`src/pcie_region_window_regs.svh`:
```
/*
  Offsets, field positions, masks and reset values of the region window bank.
  Definitions only; included by the package and by the bank itself.
*/
// Notes on behaviour
// RULE1 - Start registers keep address bits 47:20 in field 28:1, read-write.
// RULE2 - End registers keep address bits 47:20 in field 27:0, read-write.
// RULE3 - Start bit 0 enables the region; disabled regions never match.
// RULE4 - Start bit 29 set makes the region non-secure, every transaction passes.
// RULE5 - Start bit 29 clear makes the region secure, only secure transactions pass.
// RULE6 - Unused upper bits read zero and ignore writes.
// RULE7 - Fine control field 9:5 holds second window start bits 19:15.
// RULE8 - Fine control field 4:0 holds second window end bits 19:15.
// RULE9 - Every register of the bank is always present.
// RULE10 - The x16 side has its own first config window start/end pair.
// RULE11 - The x8 side has a second config window pair plus fine control.
// RULE12 - The x16 side has a low I/O window start/end pair.
// RULE13 - After reset all writable fields are zero: regions off and secure.
// RULE14 - An address hits an enabled region when start <= address <= end.
`ifndef PCIE_REGION_WINDOW_REGS_SVH
`define PCIE_REGION_WINDOW_REGS_SVH
`define APB_ADDR_W 12
`define NUM_REGS 8
`define OFS_X8_CFG_LAST 12'h224
`define OFS_X8_SEC_START 12'h228
`define OFS_X8_SEC_LAST 12'h22C
`define OFS_X8_SEC_FINE 12'h230
`define OFS_X16_FST_START 12'h300
`define OFS_X16_FST_LAST 12'h304
`define OFS_X16_LIO_START 12'h308
`define OFS_X16_LIO_LAST 12'h30C
`define START_EN_BIT 0
`define START_LSB 1
`define START_MSB 28
`define NONSEC_BIT 29
`define LAST_MSB 27
`define FINE_LAST_MSB 4
`define FINE_START_LSB 5
`define FINE_START_MSB 9
`define START_MASK 32'h3FFF_FFFF
`define LAST_MASK 32'h0FFF_FFFF
`define FINE_MASK 32'h0000_03FF
`define REG_RESET 32'h0000_0000
`define FINE_LAST_FULL 5'h1F
`define FINE_START_ZERO 5'h00
`endif

```
`src/pcie_region_window_pkg.sv`:
```
/*
  Types shared by the region window bank and its window matcher.
  Assumes the constants header is on the include path.
*/
`include "pcie_region_window_regs.svh"
package pcie_region_window_pkg;
  // One address window as the decoder sees it
  typedef struct packed {
    logic en;
    logic nonsecure;
    logic [`START_MSB-`START_LSB:0] start;
    logic [`LAST_MSB:0] last;
  } region_cfg_s;
  // Sub-megabyte refinement of a window
  typedef struct packed {
    logic [`FINE_START_MSB-`FINE_START_LSB:0] start;
    logic [`FINE_LAST_MSB:0] last;
  } fine_cfg_s;
endpackage

```
`src/region_window_match.sv`:
```
/*
  Compares one lookup address with one programmed window.
  Assumes the window settings come from flops and the lookup is synchronous to clk.
*/
`timescale 1ns/100ps
module region_window_match #(
  parameter int ADDR_W = 48
) (
  // Clock and reset
  input wire logic clk,
  input wire logic rst,
  // Window settings
  input pcie_region_window_pkg::region_cfg_s cfg,
  input pcie_region_window_pkg::fine_cfg_s fine,
  // Lookup
  input wire logic [ADDR_W-1:0] lookup_addr,
  input wire logic lookup_secure,
  output logic hit,
  output logic allow
);
  localparam int CMP_W = $bits(cfg.last) + $bits(fine.last);
  logic [CMP_W-1:0] lo_bound;
  logic [CMP_W-1:0] hi_bound;
  logic [CMP_W-1:0] probe;
  logic hit_d;
  logic allow_d;
  logic hit_q;
  logic allow_q;

  // Bounds are inclusive; the end bound already names the last granule
  assign lo_bound = {cfg.start, fine.start};
  assign hi_bound = {cfg.last, fine.last};
  assign probe = lookup_addr[ADDR_W-1 -: CMP_W];
  assign hit_d = cfg.en && (probe >= lo_bound) && (probe <= hi_bound); // RULE3 RULE14
  assign allow_d = hit_d && (cfg.nonsecure || lookup_secure); // RULE4 RULE5

  // Registered so the compare tree never sits on the consumer's path
  always_ff @(posedge clk) begin
    if (rst) begin
      hit_q <= 1'b0;
      allow_q <= 1'b0;
    end else begin
      hit_q <= hit_d;
      allow_q <= allow_d;
    end
  end

  assign hit = hit_q;
  assign allow = allow_q;
endmodule

```
`src/pcie_region_window_regs.sv`:
```
/*
  Region window register bank for the x8 and x16 root controllers, APB slave.
  Assumes an APB master on CLK; zero wait states; lookup inputs synchronous.
*/
// The APB register port is this design's own decision.
`timescale 1ns/100ps
`include "pcie_region_window_regs.svh"
module pcie_region_window_regs #(
  parameter int ADDR_W = 48
) (
  // Clock and reset
  input wire logic CLK,
  input wire logic SYS_RST,
  // APB slave
  input wire logic PSEL,
  input wire logic PENABLE,
  input wire logic PWRITE,
  input wire logic [`APB_ADDR_W-1:0] PADDR,
  input wire logic [31:0] PWDATA,
  input wire logic [3:0] PSTRB,
  output logic [31:0] PRDATA,
  output logic PREADY,
  output logic PSLVERR,
  // Window settings to the address decoders
  output logic [`LAST_MSB:0] X8_CFG_LAST_MB,
  output pcie_region_window_pkg::region_cfg_s X8_SECOND_WIN,
  output pcie_region_window_pkg::fine_cfg_s X8_SECOND_FINE,
  output pcie_region_window_pkg::region_cfg_s X16_FIRST_WIN,
  output pcie_region_window_pkg::region_cfg_s X16_LOW_IO_WIN,
  // Lookup port
  input wire logic [ADDR_W-1:0] LOOKUP_ADDR,
  input wire logic LOOKUP_SECURE,
  output logic [2:0] LOOKUP_HIT,
  output logic [2:0] LOOKUP_ALLOW
);
  // Register slots in address order
  localparam int IX_X8_CFG_LAST = 0;
  localparam int IX_X8_SEC_START = 1;
  localparam int IX_X8_SEC_LAST = 2;
  localparam int IX_X8_SEC_FINE = 3;
  localparam int IX_X16_FST_START = 4;
  localparam int IX_X16_FST_LAST = 5;
  localparam int IX_X16_LIO_START = 6;
  localparam int IX_X16_LIO_LAST = 7;
  localparam int NUM_WIN = 3;

  localparam logic [`APB_ADDR_W-1:0] OFS [`NUM_REGS] = '{
    `OFS_X8_CFG_LAST,
    `OFS_X8_SEC_START,
    `OFS_X8_SEC_LAST,
    `OFS_X8_SEC_FINE,
    `OFS_X16_FST_START,
    `OFS_X16_FST_LAST,
    `OFS_X16_LIO_START,
    `OFS_X16_LIO_LAST
  };

  // Writable bits of each slot; the rest reads zero
  localparam logic [31:0] MASK [`NUM_REGS] = '{
    `LAST_MASK,
    `START_MASK,
    `LAST_MASK,
    `FINE_MASK,
    `START_MASK,
    `LAST_MASK,
    `START_MASK,
    `LAST_MASK
  };

  logic [`NUM_REGS-1:0][31:0] regs_q;
  logic [`NUM_REGS-1:0][31:0] regs_d;
  logic [`NUM_REGS-1:0] sel;
  logic [31:0] byte_mask;
  logic [31:0] rd_mux;
  logic [31:0] prdata_q;
  logic [31:0] prdata_d;
  logic mapped;
  logic setup_phase;
  logic rd_setup;
  logic access_phase;
  logic wr_access;
  pcie_region_window_pkg::region_cfg_s win_cfg [NUM_WIN];
  pcie_region_window_pkg::fine_cfg_s win_fine [NUM_WIN];

  // Turn a start/end pair into one window description
  function automatic pcie_region_window_pkg::region_cfg_s unpack_win(
    input logic [31:0] start_reg,
    input logic [31:0] last_reg
  );
    pcie_region_window_pkg::region_cfg_s w;
    w.en = start_reg[`START_EN_BIT]; // RULE3
    w.nonsecure = start_reg[`NONSEC_BIT]; // RULE4 RULE5
    w.start = start_reg[`START_MSB:`START_LSB]; // RULE1
    w.last = last_reg[`LAST_MSB:0]; // RULE2
    return w;
  endfunction

  // APB phase decode
  assign setup_phase = PSEL && !PENABLE;
  assign rd_setup = setup_phase && !PWRITE;
  assign access_phase = PSEL && PENABLE;
  assign wr_access = access_phase && PWRITE;

  // Byte lanes expanded from the write strobes
  assign byte_mask = {{8{PSTRB[3]}}, {8{PSTRB[2]}}, {8{PSTRB[1]}}, {8{PSTRB[0]}}};

  // One slot per register, none of them optional
  genvar g;
  for (g = 0; g < `NUM_REGS; g++) begin : g_slot
    assign sel[g] = (PADDR == OFS[g]); // RULE9
    assign regs_d[g] = ((regs_q[g] & ~byte_mask) | (PWDATA & byte_mask)) & MASK[g]; // RULE6

    // Writes land at the access edge; masked bits can never become one
    always_ff @(posedge CLK) begin
      if (SYS_RST) begin
        regs_q[g] <= `REG_RESET; // RULE13
      end else if (wr_access && sel[g]) begin
        regs_q[g] <= regs_d[g];
      end
    end
  end

  assign mapped = |sel;

  // Read selection; an unmapped address returns zero
  always_comb begin
    rd_mux = '0;
    for (int i = 0; i < `NUM_REGS; i++) begin
      if (sel[i]) begin
        rd_mux = regs_q[i];
      end
    end
  end

  // Read data is captured in the setup cycle so PRDATA comes from a flop
  assign prdata_d = rd_setup ? rd_mux : prdata_q;

  always_ff @(posedge CLK) begin
    if (SYS_RST) begin
      prdata_q <= '0;
    end else begin
      prdata_q <= prdata_d;
    end
  end

  // Zero wait states; only an unmapped address reports an error
  assign PRDATA = prdata_q;
  assign PREADY = 1'b1;
  assign PSLVERR = access_phase && !mapped;

  // Window settings straight from the register flops
  assign X8_CFG_LAST_MB = regs_q[IX_X8_CFG_LAST][`LAST_MSB:0]; // RULE2
  assign X8_SECOND_WIN = unpack_win(regs_q[IX_X8_SEC_START], regs_q[IX_X8_SEC_LAST]); // RULE11
  assign X8_SECOND_FINE.start =
    regs_q[IX_X8_SEC_FINE][`FINE_START_MSB:`FINE_START_LSB]; // RULE7
  assign X8_SECOND_FINE.last = regs_q[IX_X8_SEC_FINE][`FINE_LAST_MSB:0]; // RULE8
  assign X16_FIRST_WIN =
    unpack_win(regs_q[IX_X16_FST_START], regs_q[IX_X16_FST_LAST]); // RULE10
  assign X16_LOW_IO_WIN =
    unpack_win(regs_q[IX_X16_LIO_START], regs_q[IX_X16_LIO_LAST]); // RULE12

  // Windows without fine control span whole megabytes
  assign win_cfg[0] = X8_SECOND_WIN;
  assign win_fine[0] = X8_SECOND_FINE;
  assign win_cfg[1] = X16_FIRST_WIN;
  assign win_fine[1].start = `FINE_START_ZERO;
  assign win_fine[1].last = `FINE_LAST_FULL;
  assign win_cfg[2] = X16_LOW_IO_WIN;
  assign win_fine[2].start = `FINE_START_ZERO;
  assign win_fine[2].last = `FINE_LAST_FULL;

  // One matcher per full window; the config region has only its end here
  for (g = 0; g < NUM_WIN; g++) begin : g_match
    region_window_match #(
      .ADDR_W(ADDR_W)
    ) u_match (
      .clk(CLK),
      .rst(SYS_RST),
      .cfg(win_cfg[g]),
      .fine(win_fine[g]),
      .lookup_addr(LOOKUP_ADDR),
      .lookup_secure(LOOKUP_SECURE),
      .hit(LOOKUP_HIT[g]),
      .allow(LOOKUP_ALLOW[g])
    ); // RULE14
  end

  logic full_wr;
  assign full_wr = wr_access && (PSTRB == 4'hF);

  // Both x8 bounds in 32 KB steps; a swapped pair must never hit
  logic [32:0] x8_lo;
  logic [32:0] x8_hi;
  logic [32:0] x8_probe;
  assign x8_lo = {X8_SECOND_WIN.start, X8_SECOND_FINE.start};
  assign x8_hi = {X8_SECOND_WIN.last, X8_SECOND_FINE.last};
  assign x8_probe = LOOKUP_ADDR[ADDR_W-1 -: 33];
endmodule

```
`config.mk`:
```
export PLATFORM = sky130hd
export DESIGN_NAME = pcie_region_window_regs
export DESIGN_NICKNAME = d
export VERILOG_FILES = /design/src/pcie_region_window_pkg.sv /design/src/region_window_match.sv /design/src/pcie_region_window_regs.sv
export VERILOG_INCLUDE_DIRS = /design/src
export SDC_FILE = /design/constraint.sdc
export NUM_CORES = 1
export LEC_CHECK = 0
export BUFFER_PORTS_ARGS = -buffer_cell sky130_fd_sc_hd__clkbuf_2
export CAP_MARGIN = 20
export CELL_PAD_IN_SITES_DETAIL_PLACEMENT = 0
export CELL_PAD_IN_SITES_GLOBAL_PLACEMENT = 1
export CORE_MARGIN = 10
export CORE_UTILIZATION = 40
export CTS_CLUSTER_SIZE = 25
export DETAILED_ROUTE_END_ITERATION = 8
export GPL_TIMING_DRIVEN = 0
export PLACE_DENSITY_LB_ADDON = 0.1
export SLEW_MARGIN = 20
export SYNTH_ARGS = -nofsm -noshare
export SYNTH_HDL_FRONTEND = slang
export SYNTH_SLANG_ARGS = --single-unit
```
`constraint.sdc`:
```
create_clock -name CLK -period 2.9 [get_ports CLK]
set_input_delay 0.145 -clock CLK [delete_from_list [all_inputs] [get_ports CLK]]
set_output_delay 0.145 -clock CLK [all_outputs]
set_load 0.1 [all_outputs]
```
-- After elaboration in Yosys (flattened, before gate mapping)
Index checks and enable logic that the tools add are counted.
- bits of input ports: 102
- ROM bits: 0
- bits in latches: 0
- word-level logic and storage cells: 84
- register bits: 250
- memories: 0
- bits in writable memories: 0
- muxes and demuxes: 8
- eq/ne operators: 8
- bitwise operators: 18
- shift-type cells: 0
- divide/modulo/power cells: 0
- add/subtract/negate cells: 0
- order comparisons: 6
- reduce and logical (&&, ||, !) cells: 29
- multipliers: 0
- operators by type and width (cell ; number):
    two-way mux 32 bit ; 7
    AND 30 bit ; 4
    AND 28 bit ; 4
    OR 28 bit ; 4
    >= comparator 33 bit ; 3
    less-or-equal comparator 33 bit ; 3
    equality test 12 x 10 -> 1 bit (second input constant) ; 8
    OR 30 bit ; 3
    NOT 30 bit ; 1
    two-way mux 28 bit ; 1
    logical AND 1 bit ; 22
    AND 10 bit ; 1
    OR 10 bit ; 1
    OR reduction 8 bit ; 1
    logical NOT 1 bit ; 3
    logical OR 1 bit ; 3

-- Depth between registers and ports, before layout
Gate-level depths: netlist (run 1).
- depth after elaboration: 9
- depth in mapped cells: 11

-- By module
Synthesis (run 1) repeated with hierarchy kept, for this count alone.
- cell total of the unflattened synthesis: 2027
- area, all modules: 15909.0 sq um
- by module, submodules not included (module ; area an instance (sq um) ; times used ; sequential area each (sq um) ; cells an instance):
    pcie_region_window_regs ; 10665.2 ; 1 ; 4844.6 ; 1310
    region_window_match ; 1747.9 ; 3 ; 40.0 ; 239

-- Least setup slack after synthesis (run 1)
No wires, ideal clock.
- path kind: input-to-output
- from: input PADDR[5]
- to: output PSLVERR
- stages on the path: 7
- arrival time: 3.937 ns
- setup slack: -1.182 ns
- cells stage by stage: nor2b_1 and3_1 and3_1 buf_4 buf_6 buf_4 nor4_1
- word-level cells in the longest chain between the ends: 4
- elaborated cells on any way between the ends: 11
- RTL lines (what ; RTL line ; text):
    start, declared ; pcie_region_window_regs.sv:18 ; input wire logic [`APB_ADDR_W-1:0] PADDR,
    equality test 12 x 10 -> 1 bit ; pcie_region_window_regs.sv:110 ; assign sel[g] = (PADDR == OFS[g]);
    OR reduction 8 bit * ; pcie_region_window_regs.sv:123 ; assign mapped = |sel;
    logical NOT 1 bit * ; pcie_region_window_regs.sv:149 ; assign PSLVERR = access_phase && !mapped;
    logical AND 1 bit * ; pcie_region_window_regs.sv:149 ;
    end, declared ; pcie_region_window_regs.sv:23 ; output logic PSLVERR,
Every way passes the cells marked *; elsewhere a longest branch is shown, timed or not.

==> results.md, run 1 <==
* Clock-pin slew on the worst setup and hold paths at roughly 60 ps
* YS warnings at 0
* Row cnt at 70
* Max Fanout on Critical Path at 4
* Die Height at roughly 210 um
* R2r setup slk at 60 ps
* Cell count after synthesis at 1906
* Skew-Pair Late Insertion Delay at 570 ps
* Clk sinks at 248
* Worst path most repeated cell: o21ai_0
* Final Setup Violations at 0
* Met3 usage in global routing at 0.0565
* CP Launch Type: flip-flop
* CTS tree: built
* EDFF count, synth at 0
* Ys flop type: dfxtp_1
* Clock skew at around 13 ps
* Synth Area per Inst at 7.87 um2
* Most frequent cells in the layout: nand2_1 (358), clkbuf_2 (330), a21oi_1 (259)
* Placeable Area at 36800 um2
* Layout cell share with drive strength beyond 1 at 0.199
* Initial DRC Count at 1404
* Max rail drop VDD at 0.415 mV
* Tot GR Track Use at 0.314
* Cell Pwr Density at around 440 nW/um2
* Root Driver: clkbuf_16
* Headroom to the max-slew limit at 0.231
* Ys async rst share at 0
* Hold Violations, Final at 0
* First-pass GRT wire length at 106000 um
* Min-delay worst type: in -> reg
* Top Ports at about 350
* Routability cong. at 0.962
* WHS Path Cells at 4
* CP cell instances: inv_1 > ha_1 > a21oi_1 > o21ai_0 > a221oi_2 > o21ai_0 > a211oi_1 > nor3_1
* Family with the most delay on the worst path: compound AO/OA/AOI/OAI gates
* Worst-margin pin slew at 1150 ps
* Crit end category: flip-flop
* Longest Clk Path Bufs at 3
* Hpwl dp at 57700 um
* Yosys reg bits at around 250
* Starting density of the core at 0.408
* R2R Path End: g_match[2].u_match.allow
* Post-CTS setup buffers at 0
* Crit path largest cell delay at ~470 ps
* DIE WIDTH at 214 um
* Hold_sp: PSTRB[3]
* CTS Buf Count at 29
* Period utilization at 0.980
* Vias in the first global route at 15700
* # H-tree levels at 1
* DRC viols at 0
* Grt total ovfl at 0
* Die area at 45700 um2
* Largest net degree at the start of global routing at 14
* RSZ-0062 raised after global routing: no
* Initial antenna violation count at 1
* Crit-path slowest cell: a221oi_2
* Met2 Resource Use GR at 0.507
* Slew Limit Fails at 0
* Layout Nets at 2571
* Crit path buf inv count at 1
* Hold_ws at between 50 and 60 ps
* Synth Cell Area at about 15000 um2
* Final Core Density at 0.502
* Port bufs at 322
* Diodes inserted at 0
* Met1 usage in global routing at 0.409
* Critical path class: reg -> reg
* Critical Path RT at about 3300 ps
* Run status: complete, no violations
* Post-route ant nets at 0
* Final wirelength at 73900 um
* LEAKAGE at 7.23 nW
* TritonRoute pass-1 iters at 7
* Yosys cell types at 64
* Max Cap Violations at 0
* CP Data Arrival Time at between 3000 and 4000 ps
* Worst Reg-to-Reg Cells at 8
* FMAX at between 0.3 and 0.4 GHz
* Most common cell after layout, fill and taps aside: nand2_1
* GRT busiest layer: met2
* Seq/Total Area, Yosys at 0.331
* Synthesis-to-layout area growth at 23.0%
* DR vias/cell at 5.76
* Avg WL per Cell at 26.6 um
* Tmin final at 2840 ps
* Via count at 16000
[routing by layer]
| metal | part of all wire | wire (um) | up-vias |
|---|---|---|---|
| li1 | - | - | 7424 |
| met1 | 0.42 | 30900 | 7691 |
| met2 | 0.46 | 33700 | 763 |
| met3 | 0.087 | 6450 | 130 |
| met4 | 0.038 | 2830 | 2 |
| met5 | 0.00014 | 10 | - |
[through the flow]
stage	setup WS (ps)	instances	setup TNS, ps	cell area, um2	power [mW]
final	59.3	2780	0	18500	8.09
after global routing	2.37	2780	0	18500	8.31
after CTS	144	2780	0	18500	8.09
after detailed placement	-29.6	2697	-57.6	17200	4.45
after global placement	-97.6	2697	-190	17200	4.44
after floorplan	134	1907	0	15000	4.08
[final cells by class]
cell class,count,area (um2)
Fill cell,3762,18300
Buffer,96,512
Clock inverter,7,67.6
Multi-Input combinational cell,1384,8880
Tap cell,468,586
Inverter,179,672
Timing Repair Buffer,353,1920
Sequential cell,248,4960
Clock buffer,45,856
[report_power, final]
part	total, mW	internal, mW	switching (mW)
sequential	3.44	3.43	0.0120
clock	3.66	2.10	1.56
combinational	0.991	0.294	0.697
[how the worst max path moves through the flow]
stage | start | endpoint | depth (start not counted)
2_1_floorplan | flip-flop | g_match[1].u_match.allow | 9
3_3_place_gp | flip-flop | g_match[2].u_match.hit | 8
3_5_place_dp | flip-flop | g_match[2].u_match.hit | 8
4_1_cts | flip-flop | g_match[2].u_match.hit | 8
5_1_grt | flip-flop | g_match[2].u_match.allow | 8
6_report | flip-flop | g_match[2].u_match.allow | 8
[cell families (layout without fill, tap and decap cells)]
family                     Yosys count  count (layout)  share of synthesized area
and+or+nand+nor                    656             656                      0.196
AOI/OAI and AO/OA                  488             488                      0.206
buffers and inverters              275             680                     0.0789
DFF                                248             248                      0.331
adders and majority gates          178             178                      0.148
muxes                               59              59                     0.0394
other                                2               3                   0.000501
[worst reg2reg max path, cell delays in order (launching register included)]
cell and delay (ps):
dfxtp_1 440, inv_1 120, ha_1 320, a21oi_1 140, o21ai_0 270, a221oi_2 480
o21ai_0 330, a211oi_1 450, nor3_1 140
[synth_stat cells, types with 3 or more instances]
cell,n,area [um2]
a21o_1,17,128
a21oi_1,259,1300
mux2i_1,59,591
nor2b_1,10,62.6
nand2_4,3,33.8
and2_1,8,50.1
nand3_1,47,235
inv_1,178,668
clkbuf_1,47,176
o21ai_1,8,40.0
nand4_1,40,250
a22oi_1,29,218
nor3_1,14,70.1
a211oi_1,19,143
and4_1,3,26.3
o21ai_0,69,345
clkbuf_2,8,40.0
a211oi_2,7,87.6
and3_1,23,144
dfxtp_1,248,4960
ha_1,178,2230
a2111oi_0,4,35.0
buf_6,7,78.8
buf_2,14,70.1
nor2_4,3,33.8
nor2_1,123,462
nand2b_1,3,18.8
a211o_1,3,26.3
a2111oi_2,17,255
buf_4,19,143
nand2_1,358,1340
o211ai_1,8,60.1
a221oi_1,5,43.8
a222oi_1,21,210
nor4_1,5,31.3
a31oi_1,3,18.8
[repair_timing]
item / CTS / global route
gates resized for setup: 1 / 0
endpoints found under the hold margin: 197 / 0
endpoints found under the setup margin: 2 / 0
hold buffers: 31 / 0
No activity file was read; power rests on OpenSTA's default activity.
==> run 2: changes to the inputs <==
--- a/config.mk
+++ b/config.mk
@@ -10,6 +10,7 @@
 export CAP_MARGIN = 20
 export CELL_PAD_IN_SITES_DETAIL_PLACEMENT = 0
 export CELL_PAD_IN_SITES_GLOBAL_PLACEMENT = 1
+export CORE_ASPECT_RATIO = 0.75
 export CORE_MARGIN = 10
 export CORE_UTILIZATION = 40
 export CTS_CLUSTER_SIZE = 25
==> run 2 against run 1 <==
Effect of this change:
- final cell count rose by 1.3%
- die area rose by 0.18%
- largest power group unchanged
- largest cell class unchanged
- worst setup slack got worse by 50 ps
- sequential cell count did not move
- highest routed layer unchanged
==> results.md, run 2 (synthesis results as in run 1) <==
* Run status: complete, no violations
* Skew-Pair Late Insertion Delay at 600 ps (+30 ps)
* Placed Cells incl. Taps at 2734 (+1.4%)
* CP Launch Type: flip-flop
* Hold Violations, Final at 0 (unchanged)
* R2r setup slk at 9 ps (-50 ps)
* Initial antenna violation count at 4 (+3)
* CP Data Arrival Time at 3350 ps (+90 ps)
* Headroom to the max-slew limit at 0.201 (-0.0297)
* Family with the most delay on the worst path: simple AND/OR/NAND/NOR gates
* Post-CTS setup buffers at 0 (unchanged)
* Root Driver: clkbuf_16
* Clock-pin slew on the worst setup and hold paths at 60 ps (about the same)
* Largest net degree at the start of global routing at 15 (+1)
* CP Capture Point: g_match[0].u_match.allow
* Tmin final at 2890 ps (+50.1 ps)
* RSZ-0062 raised after global routing: no
* Slew Limit Fails at 0 (unchanged)
* Max Cap Violations at 0 (unchanged)
* Starting density of the core at 0.405 (-0.00255)
* CTS tree: built
* Post-Layout Cell Count at 2817 (+1.3%)
* FMAX at 0.346 GHz (-1.7%)
* Placeable Area at 37000 um2 (+0.63%)
* Via count at 16100 (+0.54%)
* DIE WIDTH at 244 um (+14%)
* Layout cell share with drive strength beyond 1 at 0.205 (+0.00562)
* Critical Path RT at 3350 ps (+30 ps)
* DR vias/cell at 5.71 (-0.78%)
* TritonRoute pass-1 iters at 7 (unchanged)
* Row cnt at 61 (-13%)
* Clk sinks at 248 (unchanged)
* Worst Reg-to-Reg Cells at 8 (unchanged)
* Routability cong. at 1.01 (+4.6%)
* Cell Pwr Density at 436 nW/um2 (-0.42%)
* Clock skew at 22.2 ps (+8.72 ps)
* Final Core Density at 0.502 (about the same)
* LEAKAGE at 7.26 nW (+0.45%)
* Most frequent cells in the layout: nand2_1 (358), clkbuf_2 (332), a21oi_1 (258)
* Worst-margin pin slew at 1190 ps (+40.1 ps)
* Setup_tns at 0 ps (unchanged)
* Crit-path slowest cell: nor4_4
* Port bufs at 322 (unchanged)
* Final Setup Violations at 0 (unchanged)
* Longest Clk Path Bufs at 3 (unchanged)
* CTS Buf Count at 28 (-3.4%)
* Layout Nets at 2571 (unchanged)
* Grt total ovfl at 0 (unchanged)
* CP cell instances: inv_1 > ha_1 > nand4_1 > nor4_4 > o2111ai_1 > a31oi_1 > o21ai_0 > a211oi_1
* DRC viols at 0 (unchanged)
* Most common cell after layout, fill and taps aside: nand2_1
* Vias in the first global route at 15400 (-2.3%)
* Max Fanout on Critical Path at 4 (unchanged)
* Placed Instance Area at 17300 um2 (+0.42%)
* Die Height at 188 um (-12%)
* Max rail drop VDD at 0.497 mV (+20%)
* R2R Path End: g_match[0].u_match.allow
* Period utilization at 0.997 (+0.0173)
* Crit end category: flip-flop
* Synthesis-to-layout area growth at 23.8%
* First-pass GRT wire length at 106000 um (+0.47%)
* Crit path buf inv count at 1 (unchanged)
* Die area at 45700 um2 (+0.18%)
* Stages on worst setup path at 8 (unchanged)
* Fin worst setup slack at 9.21 ps (-50.1 ps)
* Hpwl dp at 58500 um (+1.4%)
* Critical path class: reg -> reg
* # H-tree levels at 1 (unchanged)
* Post-route ant nets at 0 (unchanged)
* Initial DRC Count at 1929 (+37%)
* Crit path largest cell delay at 640 ps (+170 ps)
* Final wirelength at 74500 um (+0.87%)
* Avg WL per Cell at 26.4 um (-0.45%)
* Min-delay worst type: in -> reg
* Pre-CTS setup slack at -341 ps (-311 ps)
* Design area at 18600 um2 (+0.65%)
* Tot GR Track Use at 0.309 (-0.00442)
* Top Ports at 354 (unchanged)
[run 2: changes by cell type in the layout (fill, tap and decap cells not counted), moves of 2 or more]
| cell | previous run | this run |
|---|---|---|
| a2111oi_0 | 4 | 2 |
| a2111oi_2 | 17 | 19 |
| clkbuf_1 | 56 | 50 |
| clkbuf_2 | 330 | 332 |
| clkbuf_8 | 7 | 4 |
| clkinv_2 | 3 | 7 |
| nor4_1 | 4 | 2 |
[run 2: per-layer routing]
metal | part of all wire | track usage | routed length (um)
met5 | 0.00017 | 0 | 13
met3 | 0.12 | 0.0995 | 9140
met4 | 0.023 | 0.0682 | 1680
met2 | 0.42 | 0.453 | 31100
met1 | 0.44 | 0.432 | 32500
[run 2: layout make-up]
type | count | area (um2)
multi-input combinational | 1384 | 8950
fill | 3702 | 18400
tap | 504 | 631
clock buffer | 37 | 774
buffer | 96 | 514
inverter | 179 | 672
timing repair buffer | 354 | 1930
antenna | 1 | 2.50
clock inverter | 14 | 143
sequential | 248 | 4960
[run 2: worst min-delay path by stage]
stage          cells after the start  slack [ps]   endpoint        from
3_5_place_dp                       3         410  flip-flop  PWDATA[28]
2_1_floorplan                      2         280  flip-flop  PWDATA[10]
4_1_cts                            4          30  flip-flop    PSTRB[3]
5_1_grt                            4          50  flip-flop    PSTRB[3]
3_3_place_gp                       3         410  flip-flop  PWDATA[28]
6_report                           4          30  flip-flop    PSTRB[3]
[run 2: tightest hold or removal path, stage by stage]
cell and delay (ps):
clkbuf_2 130, nand3_4 140, mux2i_1 90, nor2_1 70
[run 2: power breakdown]
| group | total, mW | switching (mW) | leakage [nW] | internal, mW |
|---|---|---|---|---|
| Clock | 3.67 | 1.61 | 0.447 | 2.06 |
| Sequential | 3.44 | 0.0125 | 2.00 | 3.43 |
| Combinational | 1.00 | 0.706 | 4.82 | 0.298 |
[run 2: metrics by stage]
stage	total power, mW	hold slack (ps)
after floorplan	4.08	281
after global placement	4.43	408
after detailed placement	4.45	413
after CTS	8.09	31.4
after global routing	8.32	52.9
final	8.11	33.5
[run 2: repair_timing]
item                                    in CTS  in global routing
endpoints found under the setup margin       5                  5
resized for setup                            5                  4
hold endpoints to repair                   209                  0
hold buffers                                31                  0
